## src/rtl/msa_pkg.sv

```systemverilog
// Constants, field layout and carrier types of the serial audio input port
`default_nettype none
package msa_pkg;
   // Geometry
   localparam int unsigned NUM_CHANNELS = 12;
   localparam int unsigned NUM_LINES    = 6;
   localparam int unsigned WORD_W       = 24;
   localparam int unsigned CHAN_W       = 4;
   localparam int unsigned ADDR_W       = 10;

   // Register indices and byte addresses (index times four)
   localparam logic [7:0] REG_FMT_IDX  = 8'h06;
   localparam logic [7:0] REG_PORT_IDX = 8'h07;
   localparam logic [ADDR_W-1:0] ADDR_FMT    = {REG_FMT_IDX, 2'b00};
   localparam logic [ADDR_W-1:0] ADDR_PORT   = {REG_PORT_IDX, 2'b00};
   localparam logic [ADDR_W-1:0] ADDR_CHSEL  = 10'h040;
   localparam logic [ADDR_W-1:0] ADDR_SAMPLE = 10'h044;
   localparam logic [ADDR_W-1:0] ADDR_STATUS = 10'h048;

   // Reset values
   localparam logic [7:0] FMT_RST  = 8'h01;
   localparam logic [7:0] PORT_RST = 8'h00;

   // Format control fields
   localparam int unsigned FMT_ALIGN_HI = 7;
   localparam int unsigned FMT_ALIGN_LO = 6;
   localparam int unsigned FMT_SLOT_HI  = 5;
   localparam int unsigned FMT_SLOT_LO  = 3;

   // Port control fields
   localparam int unsigned PORT_INTCLK_BIT = 7;
   localparam int unsigned PORT_PULSE_BIT  = 6;
   localparam int unsigned PORT_POL_BIT    = 5;
   localparam int unsigned PORT_SLOT16_BIT = 2;
   localparam int unsigned PORT_EDGE_BIT   = 1;
   localparam int unsigned PORT_MASTER_BIT = 0;

   // Slot mode codes
   localparam logic [2:0] SLOT_TDM4  = 3'h2;
   localparam logic [2:0] SLOT_TDM8  = 3'h3;
   localparam logic [2:0] SLOT_TDM16 = 3'h4;

   // Timing of the generated bit clock
   localparam int unsigned CORE_PERIOD_NS     = 100;
   localparam int unsigned MASTER_BIT_PERIOD_NS = 800;
   localparam int unsigned BIT_HALF_CYCLES =
      MASTER_BIT_PERIOD_NS / (2 * CORE_PERIOD_NS);

   typedef enum logic [1:0] {
      ALIGN_I2S,
      ALIGN_LEFT,
      ALIGN_RIGHT24,
      ALIGN_RIGHT16
   } msa_align_t;

   typedef struct packed {
      logic              valid;
      logic [CHAN_W-1:0] channel;
      logic [WORD_W-1:0] word;
   } msa_sample_t;
endpackage : msa_pkg
`default_nettype wire

```

## src/rtl/msa_sample_mem.sv

```systemverilog
// Small per-channel sample store with registered read data
`default_nettype none
module msa_sample_mem #(
   parameter int unsigned DEPTH  = 12,
   parameter int unsigned WIDTH  = 24,
   parameter int unsigned AWIDTH = 4
) (
   // Clock and reset
   input  wire logic              core_clk,
   input  wire logic              srst,
   // Write port
   input  wire logic              wrEn,
   input  wire logic [AWIDTH-1:0] wrAddr,
   input  wire logic [WIDTH-1:0]  wrData,
   // Read port
   input  wire logic [AWIDTH-1:0] rdAddr,
   output logic      [WIDTH-1:0]  rdData
);
   logic [WIDTH-1:0] mem_ff [DEPTH];
   logic [WIDTH-1:0] rdData_ff;

   always_ff @(posedge core_clk) begin
      if (wrEn && (32'(wrAddr) < DEPTH)) begin
         mem_ff[wrAddr] <= wrData;
      end
   end

   // Out of range reads give zero
   always_ff @(posedge core_clk) begin
      if (srst) begin
         rdData_ff <= '0;
      end else if (32'(rdAddr) < DEPTH) begin
         rdData_ff <= mem_ff[rdAddr];
      end else begin
         rdData_ff <= '0;
      end
   end

   assign rdData = rdData_ff;
endmodule : msa_sample_mem
`default_nettype wire

```

## src/rtl/msa_serial_audio_input.sv

```systemverilog
// Multichannel serial audio input port with AHB-Lite register access
//
// What this block does
// All twelve channels share one bit clock and one frame clock.
// After reset, data is taken as I2S, first bit one bit after frame edge.
// Format bits 7:6 pick I2S, left, right 24-bit or right 16-bit alignment.
// Format bits 5:3: 0/1 stereo, 2 TDM4, 3 TDM8, 4 TDM16.
// Port bit 5 inverts frame clock, swapping left and right.
// Port bit 1 picks the bit clock edge that latches data.
// Port bit 0 makes the port drive clocks (master); slave by default.
// TDM16 on one line, TDM8 on two, TDM4 on three, TDM2 on six.
// Frame clock works as one bit pulse or 50 percent square wave.
// Each slot is 16 or 32 bit clocks long in every mode.
// Stereo: line n carries channels 2n-1 and 2n.
// TDM4: lines 1 to 3 carry channels 1-4, 5-8, 9-12.
// TDM8: line 1 carries channels 1-8, line 2 channels 9-12.
// TDM16: line 1 alone carries channels 1 to 12.
// Source keeps sample rate within the limit of each mode.
// TDM data is accepted without a bit clock on the pin.
// Words shift in MSB first and are handed over once the slot ends.
`default_nettype none
module msa_serial_audio_input
   import msa_pkg::*;
#(
   parameter int unsigned BIT_HALF = msa_pkg::BIT_HALF_CYCLES
) (
   // Clock and reset
   input  wire logic                core_clk,
   input  wire logic                srst,
   // AHB-Lite slave
   input  wire logic                hsel,
   input  wire logic [31:0]         haddr,
   input  wire logic [1:0]          htrans,
   input  wire logic                hwrite,
   input  wire logic [2:0]          hsize,
   input  wire logic [31:0]         hwdata,
   input  wire logic                hready,
   output logic                     hreadyout,
   output logic                     hresp,
   output logic      [31:0]         hrdata,
   // Bit clock pin
   input  wire logic                bitClockIn,
   output logic                     bitClockOut,
   output logic                     bitClockOeN,
   // Frame clock pin
   input  wire logic                frameClockIn,
   output logic                     frameClockOut,
   output logic                     frameClockOeN,
   // Serial data lines, bit 0 is line 1
   input  wire logic [NUM_LINES-1:0] serialDataLine,
   // Parallel sample stream
   output msa_pkg::msa_sample_t      sampleOut
);
   // Registers and state
   logic [7:0]           fmtCtrl_ff;
   logic [7:0]           portCtrl_ff;
   logic [CHAN_W-1:0]    chanSel_ff;
   logic [15:0]          frameCnt_ff;
   logic                 dpWrite_ff;
   logic                 dpRead_ff;
   logic [ADDR_W-1:0]    dpAddr_ff;
   logic [1:0]           bclkSync_ff;
   logic [1:0]           fclkSync_ff;
   logic [NUM_LINES-1:0] dataS1_ff;
   logic [NUM_LINES-1:0] dataS2_ff;
   logic [7:0]           genCnt_ff;
   logic                 genClk_ff;
   logic [9:0]           mPos_ff;
   logic                 frameOut_ff;
   logic                 bclkPrev_ff;
   logic                 fPrev_ff;
   logic [9:0]           pos_ff;
   logic                 frameSeen_ff;
   logic [31:0]          shreg_ff [NUM_LINES];
   logic [WORD_W-1:0]    cap_ff [NUM_LINES];
   logic [4:0]           capSlot_ff;
   logic                 wrBusy_ff;
   logic [2:0]           wrLine_ff;
   msa_sample_t          sampleOut_ff;
   logic [WORD_W-1:0]    memRd;

   // Configuration decode
   msa_align_t align;
   wire [2:0] slotMode   = fmtCtrl_ff[FMT_SLOT_HI:FMT_SLOT_LO];
   wire       isMaster   = portCtrl_ff[PORT_MASTER_BIT];
   wire       pulseMode  = portCtrl_ff[PORT_PULSE_BIT];
   wire       pol        = portCtrl_ff[PORT_POL_BIT];
   wire       slot16     = portCtrl_ff[PORT_SLOT16_BIT];
   wire       fallEdge   = portCtrl_ff[PORT_EDGE_BIT];
   wire       intClk     = portCtrl_ff[PORT_INTCLK_BIT];
   assign align = msa_align_t'(fmtCtrl_ff[FMT_ALIGN_HI:FMT_ALIGN_LO]);
   // Codes above TDM16 fall back to stereo
   wire [4:0] slotsPerLine = (slotMode == SLOT_TDM16) ? 5'h10 :
                             (slotMode == SLOT_TDM8)  ? 5'h08 :
                             (slotMode == SLOT_TDM4)  ? 5'h04 : 5'h02;
   wire [4:0] slotLenM1 = slot16 ? 5'h0F : 5'h1F;
   wire [9:0] frameBits = slot16 ? {1'b0, slotsPerLine, 4'h0}
                                 : {slotsPerLine, 5'h00};

   // AHB-Lite: zero wait states, always OKAY
   wire apValid = hsel && htrans[1] && hready;
   wire wrFmt   = dpWrite_ff && (dpAddr_ff == ADDR_FMT);
   wire wrPort  = dpWrite_ff && (dpAddr_ff == ADDR_PORT);
   wire wrChsel = dpWrite_ff && (dpAddr_ff == ADDR_CHSEL);
   assign hreadyout = 1'b1;
   assign hresp     = 1'b0;
   assign hrdata = !dpRead_ff                 ? 32'h0000_0000 :
                   (dpAddr_ff == ADDR_FMT)    ? {24'h00_0000, fmtCtrl_ff} :
                   (dpAddr_ff == ADDR_PORT)   ? {24'h00_0000, portCtrl_ff} :
                   (dpAddr_ff == ADDR_CHSEL)  ? {28'h000_0000, chanSel_ff} :
                   (dpAddr_ff == ADDR_SAMPLE) ? {8'h00, memRd} :
                   (dpAddr_ff == ADDR_STATUS) ?
                      {15'h0000, frameSeen_ff, frameCnt_ff} : 32'h0000_0000;

   always_ff @(posedge core_clk) begin
      if (srst) begin
         dpWrite_ff <= 1'b0;
         dpRead_ff  <= 1'b0;
         dpAddr_ff  <= '0;
      end else if (hready) begin
         dpWrite_ff <= apValid && hwrite;
         dpRead_ff  <= apValid && !hwrite;
         dpAddr_ff  <= haddr[ADDR_W-1:0];
      end
   end

   always_ff @(posedge core_clk) begin
      if (srst) begin
         fmtCtrl_ff  <= FMT_RST;
         portCtrl_ff <= PORT_RST;
         chanSel_ff  <= '0;
      end else begin
         if (wrFmt)   fmtCtrl_ff  <= hwdata[7:0];
         if (wrPort)  portCtrl_ff <= hwdata[7:0];
         if (wrChsel) chanSel_ff  <= hwdata[CHAN_W-1:0];
      end
   end

   // Pin synchronisers
   always_ff @(posedge core_clk) begin
      if (srst) begin
         bclkSync_ff <= '0;
         fclkSync_ff <= '0;
         dataS1_ff   <= '0;
         dataS2_ff   <= '0;
      end else begin
         bclkSync_ff <= {bclkSync_ff[0], bitClockIn};
         fclkSync_ff <= {fclkSync_ff[0], frameClockIn};
         dataS1_ff   <= serialDataLine;
         dataS2_ff   <= dataS1_ff;
      end
   end

   // Internal bit clock for master and clockless operation
   wire genToggle = (genCnt_ff == 8'(BIT_HALF - 1));
   wire genLaunch = genToggle && (genClk_ff == ~fallEdge);
   wire [9:0] mPosNxt = (mPos_ff >= frameBits - 10'h001) ? 10'h000
                                                         : mPos_ff + 10'h001;
   wire genFrameEff = pulseMode ? (mPosNxt == 10'h000)
                                : (mPosNxt >= {1'b0, frameBits[9:1]});

   always_ff @(posedge core_clk) begin
      if (srst) begin
         genCnt_ff   <= '0;
         genClk_ff   <= 1'b0;
         mPos_ff     <= '0;
         frameOut_ff <= 1'b0;
      end else begin
         genCnt_ff <= genToggle ? 8'h00 : genCnt_ff + 8'h01;
         if (genToggle) genClk_ff <= ~genClk_ff;
         if (genLaunch) begin
            mPos_ff     <= mPosNxt;
            frameOut_ff <= genFrameEff ^ pol;
         end
      end
   end

   assign bitClockOut   = genClk_ff;
   assign frameClockOut = frameOut_ff;
   assign bitClockOeN   = ~isMaster;
   assign frameClockOeN = ~isMaster;

   // One bit clock and frame clock source for all lines
   wire bclkSrc  = (isMaster || intClk) ? genClk_ff : bclkSync_ff[1];
   wire frameSrc = isMaster ? frameOut_ff : fclkSync_ff[1];
   wire fEff     = frameSrc ^ pol;
   wire bitTick  = (bclkSrc != bclkPrev_ff) && (bclkSrc == ~fallEdge);
   wire start    = pulseMode ? (fEff && !fPrev_ff)
                             : (!fEff && fPrev_ff);
   wire delay    = (align == ALIGN_I2S);
   // I2S frame edge still carries the last bit of the previous frame
   wire [9:0] dataIdx = (start && !delay) ? 10'h000
                                          : pos_ff + 10'h001 - {9'h000, delay};
   wire bitValid = (frameSeen_ff || (start && !delay)) &&
                   (pos_ff != 10'h3FF) && (dataIdx < frameBits);
   wire [4:0] bitInSlot = slot16 ? {1'b0, dataIdx[3:0]} : dataIdx[4:0];
   wire [4:0] slotIdx   = slot16 ? dataIdx[8:4] : dataIdx[9:5];
   wire slotEnd = bitTick && bitValid && (bitInSlot == slotLenM1);

   always_ff @(posedge core_clk) begin
      if (srst) begin
         bclkPrev_ff  <= 1'b0;
         fPrev_ff     <= 1'b0;
         pos_ff       <= 10'h3FF;
         frameSeen_ff <= 1'b0;
         frameCnt_ff  <= '0;
      end else begin
         bclkPrev_ff <= bclkSrc;
         if (bitTick) begin
            fPrev_ff <= fEff;
            if (start) begin
               pos_ff       <= 10'h000;
               frameSeen_ff <= 1'b1;
               frameCnt_ff  <= frameCnt_ff + 16'h0001;
            end else if (pos_ff != 10'h3FF) begin
               pos_ff <= pos_ff + 10'h001;
            end
         end
      end
   end

   // Word alignment within a completed slot
   function automatic logic [WORD_W-1:0] extract(
      input logic [31:0] s,
      input msa_align_t  a,
      input logic        s16
   );
      if (s16 || (a == ALIGN_RIGHT16)) begin
         extract = {s[15:0], 8'h00};
      end else if (a == ALIGN_RIGHT24) begin
         extract = s[23:0];
      end else begin
         extract = s[31:8];
      end
   endfunction : extract

   // Per-line shift and capture, MSB first
   for (genvar l = 0; l < NUM_LINES; l++) begin : g_line
      wire [31:0] shNext = {shreg_ff[l][30:0], dataS2_ff[l]};
      always_ff @(posedge core_clk) begin
         if (srst) begin
            shreg_ff[l] <= '0;
            cap_ff[l]   <= '0;
         end else if (bitTick && bitValid) begin
            shreg_ff[l] <= shNext;
            if (slotEnd) cap_ff[l] <= extract(shNext, align, slot16);
         end
      end
   end

   // Hand captured words to channels, one line per cycle
   wire [7:0] chanCalc = {5'h00, wrLine_ff} * {3'h0, slotsPerLine}
                         + {3'h0, capSlot_ff};
   wire chanOk = (capSlot_ff < slotsPerLine) &&
                 (chanCalc < 8'(NUM_CHANNELS));

   always_ff @(posedge core_clk) begin
      if (srst) begin
         capSlot_ff   <= '0;
         wrBusy_ff    <= 1'b0;
         wrLine_ff    <= '0;
         sampleOut_ff <= '0;
      end else begin
         sampleOut_ff.valid <= wrBusy_ff && chanOk;
         sampleOut_ff.channel <= chanCalc[CHAN_W-1:0];
         sampleOut_ff.word <= cap_ff[wrLine_ff];
         if (slotEnd) begin
            capSlot_ff <= slotIdx;
            wrBusy_ff  <= 1'b1;
            wrLine_ff  <= '0;
         end else if (wrBusy_ff) begin
            if (wrLine_ff != 3'(NUM_LINES - 1)) wrLine_ff <= wrLine_ff + 3'h1;
            else wrBusy_ff <= 1'b0;
         end
      end
   end

   assign sampleOut = sampleOut_ff;

   msa_sample_mem #(
      .DEPTH  (NUM_CHANNELS),
      .WIDTH  (WORD_W),
      .AWIDTH (CHAN_W)
   ) u_mem (
      .core_clk (core_clk),
      .srst     (srst),
      .wrEn     (sampleOut_ff.valid),
      .wrAddr   (sampleOut_ff.channel),
      .wrData   (sampleOut_ff.word),
      .rdAddr   (chanSel_ff),
      .rdData   (memRd)
   );

   // Line that produced the current output word
   logic [2:0] outLine_ff;
   logic [4:0] outSlot_ff;
   always_ff @(posedge core_clk) begin
      if (srst) begin
         outLine_ff <= '0;
         outSlot_ff <= '0;
      end else begin
         outLine_ff <= wrLine_ff;
         outSlot_ff <= capSlot_ff;
      end
   end
endmodule : msa_serial_audio_input
`default_nettype wire

```

## config.mk

```make
export PLATFORM = sky130hd
export DESIGN_NAME = msa_serial_audio_input
export DESIGN_NICKNAME = d
export VERILOG_FILES = /design/src/rtl/msa_pkg.sv /design/src/rtl/msa_sample_mem.sv /design/src/rtl/msa_serial_audio_input.sv
export SDC_FILE = /design/constraint.sdc
export NUM_CORES = 1
export LEC_CHECK = 0
export ABC_CLOCK_PERIOD_IN_PS = 5800
export BUFFER_PORTS_ARGS = -buffer_cell sky130_fd_sc_hd__buf_2
export CELL_PAD_IN_SITES_DETAIL_PLACEMENT = 1
export CELL_PAD_IN_SITES_GLOBAL_PLACEMENT = 1
export CORE_ASPECT_RATIO = 0.8
export CORE_MARGIN = 5
export CORE_UTILIZATION = 45
export DETAILED_ROUTE_END_ITERATION = 7
export GPL_ROUTABILITY_DRIVEN = 0
export HOLD_SLACK_MARGIN = 0.08
export PLACE_DENSITY = 0.76
export SYNTH_ARGS = -nofsm -noshare
export SYNTH_HDL_FRONTEND = slang
export SYNTH_SLANG_ARGS = --single-unit
export TNS_END_PERCENT = 10
```

## constraint.sdc

```tcl
create_clock -name core_clk -period 5.8 [get_ports core_clk]
set_input_delay 0.87 -clock core_clk [delete_from_list [all_inputs] [get_ports core_clk]]
set_output_delay 0.87 -clock core_clk [all_outputs]
set_load 0.01 [all_outputs]
```

==> results_dict.tcl <==
set metrics [dict create \
    multi_input_area_sq_um 11600 \
    final_common_cell "edfxtp_1" \
    hold-path-cell-count 1 \
    met2WireLength_microns 44000 \
    crit_arrival_ns 5.26 \
    hold_slack_ns 0.438 \
    start_util_pct 45.4 \
    drc 0 \
    synth_seq_cells 777 \
    htreeDepth 3 \
    synth_top_family_by_area "simple AND/OR/NAND/NOR gates" \
    placed_cell_area_sq_um 35600 \
    synth_compound_area_share_pct 8.75 \
    async_reset_ff_share_pct 0 \
    coreArea_sq_um 75600 \
    dieHeight_microns 257 \
    dr_total_vias 21400 \
    crit_type "reg -> reg" \
    antenna_found_initial 4 \
    hold_viol_final 0 \
    drt_iter0_drc 1920 \
    cts_buffer_depth 3 \
    finalPower_uw 11900 \
    met3WireLength_microns 6120 \
    cp_top_family "simple AND/OR/NAND/NOR gates" \
    powerDensity_nw_per_um2 312 \
    grt_usage_pct 22.0 \
    grt_pass1_wl_microns 140000 \
    power_leakage_uw 0.0131 \
    n_antenna_cell 0 \
    path_buf_inv 3 \
    seq_area_sq_um 21800 \
    min_path_type "reg -> reg" \
    ioPinCount 149 \
    drive_gt1_share_pct 18.2 \
    wirelength_microns 91700 \
    yosys.area_share.simple_pct 13.6 \
    die_area_sq_um 81900 \
    rsz0062_at_grt "no" \
    grt_max_degree 194 \
    postLayoutCoreUtil_pct 50.6 \
    fmax_ghz 0.199 \
    synthXorXnorAreaFrac_pct 1.35 \
    cts-resized-gates 0 \
    worstPathRequired_ns 6.05 \
    cts_tree "built" \
    ys_seq_area_share_pct 63.3 \
    cts.clk_slew.worst_paths_ns 0.06 \
    muxShareOfSynthArea_pct 8.18 \
    hpwl_microns 55100 \
    synth_area_sq_um 34300 \
    crit_path_cell_trace "ha_1 > xnor2_1 > nand2_1 > nor4b_1 > xnor2_1 > nand2_1 > inv_1 > ha_1 > or4b_1 > o211ai_1 > o2111ai_1 > a41oi_4 > a21oi_1 > clkinvlp_4 > buf_12" \
    areaGrowthSynthToFinish_pct 11.3 \
    drt-met1-wl_microns 39300 \
    period_needed_ns 5.01 \
    worst_clock_skew_ns 0.0180 \
    ys_types 68 \
    syn_inst 2581 \
    io_buffers 88 \
    slew_headroom_pct 14.9 \
    hold_buffers 0 \
    maxCapViolations 0 \
    status "finished, final reports clean" \
    syn_avg_cell_area_sq_um 13.3 \
    grt.overflow.total 0 \
    viasPerCell 5.81 \
    path_depth 15 \
    cts_sinks 777 \
    max_stage_delay_ns 0.56 \
    fin_area_sq_um 38200 \
    wl_per_cell_microns 24.9 \
    setup_tns_ns 0 \
    highest_layer "met4" \
    grt_pass1_vias 22500 \
    synth-edff-count 618 \
    slew_viol_final 0 \
    cpMaxStageDelayCell "buf_12" \
    fillers 7549 \
    crit_path_max_fanout 144 \
    ant_nets 0 \
    final_cell_mix "edfxtp_1 (618), nand2_1 (349), nor2_1 (252)" \
    synthFlopType "edfxtp_1" \
    fp.dieW_microns 319 \
    root_buffer "clkbuf_16" \
    critPathLaunchType "flop" \
    final_nets 2728 \
    period_share_pct 86.4 \
    dr.pass1.iters 5 \
    irDropWorstVdd_mv 0.247 \
    setup_viol 0 \
    r2r_cells 15 \
    cts_buffers 77 \
    row_count 90 \
    end_kind "flop" \
    clk_latency_ns 0.64 \
    synthAdderAreaFrac_pct 1.64 \
    ys_warn_count 0 \
    tightest_slew_ns 1.28 \
    post_cts.repair.setup_buffers 0 \
]
## area by class of cell
| type | count | share of cell area [%] |
|---|---|---|
| Clock buffer | 110 | 5.76 |
| Clock inverter | 32 | 1.03 |
| Inverter | 27 | 0.275 |
| Multi-Input combinational cell | 1593 | 30.4 |
| Sequential cell | 777 | 56.9 |
| Tap cell | 1012 | 3.31 |
| Timing Repair Buffer | 128 | 2.31 |
## cells in the mapped netlist, types with 3 or more instances
cell,instances,area share (%)
and2_1,204,3.7
a22oi_1,14,0.31
a21boi_0,8,0.17
a311oi_2,96,4.2
ha_1,37,1.3
a21o_1,4,0.087
o21ai_0,17,0.25
o2111ai_1,5,0.13
nor3b_1,5,0.11
mux4_2,96,6.3
a211o_1,9,0.23
inv_1,27,0.30
a211oi_1,26,0.57
xnor2_1,25,0.64
nand2_1,349,3.8
nor2b_1,26,0.47
nor2_1,261,2.9
nand4_1,11,0.20
nand3b_1,5,0.11
clkbuf_1,125,1.4
o2bb2ai_1,3,0.077
dfxtp_1,159,9.3
xor2_1,28,0.71
nand2b_1,10,0.18
buf_1,19,0.21
mux2_2,4,0.13
nand3_1,48,0.70
and4_1,4,0.10
a31oi_1,4,0.073
or2_2,4,0.073
or3_1,3,0.055
a21oi_2,10,0.26
nor4b_1,4,0.10
edfxtp_1,618,54
buf_4,18,0.39
fa_1,5,0.29
and3_1,16,0.29
a222oi_1,8,0.23
mux2i_1,60,1.7
a21oi_1,114,1.7
buf_6,23,0.75
nor3_1,26,0.38
buf_2,8,0.12
## power by group
part | switching (uW) | internal (uW) | leakage (uW)
Sequential | 111 | 6100 | 0.00735
Combinational | 323 | 192 | 0.00445
Clock | 2190 | 3010 | 0.00126
Total | 2630 | 9300 | 0.0131
## through the flow
step,setup WS (ns),instances
2_1_floorplan,0.0386,2590
3_3_place_gp,0.959,3537
3_5_place_dp,0.849,3537
4_1_cts,0.811,3679
5_1_grt,0.452,3679
6_report,0.786,3679
## state kept, by name, summed over array words and instances (netlist names), 8 cells and up
register,flops
dpAddr_ff,10
mPos_ff,10
shreg_ff,186
u_mem.rdData,24
frameCnt_ff,16
sampleOut,29
u_mem.mem_ff,288
cap_ff,144
genCnt_ff,8
portCtrl_ff,8
fmtCtrl_ff,8
pos_ff,10
## path summary, 6_finish.rpt
| check | slack (ns) | startpoint | end |
|---|---|---|---|
| worst max-delay path | 0.79 | pos_ff[0]$_SDFFE_PP1P_ | cap_ff[0][8]$_SDFFCE_PN0P_ |
| worst min-delay path | 0.44 | dataS1_ff[5]$_SDFF_PP0_ | dataS2_ff[5]$_SDFF_PP0_ |
| worst max register to register | 0.79 | pos_ff[0]$_SDFFE_PP1P_ | cap_ff[0][8]$_SDFFCE_PN0P_ |
| worst min register to register | 0.44 | dataS1_ff[5]$_SDFF_PP0_ | dataS2_ff[5]$_SDFF_PP0_ |
## metal layers
layer  GRT usage, %  up-vias
li1               -     9481
met5              0        -
met4           6.00        0
met1           30.7    11100
met2           35.8      659
met3           4.14      133
## cell families after synthesis
logic type | Yosys count
compound gates | 335
xor+xnor | 53
fa+ha+maj | 42
buf+inv | 220
flops | 777
mux | 160
other cells | 2
simple gates | 992
Note: power is estimated with default switching activity, not from simulation.
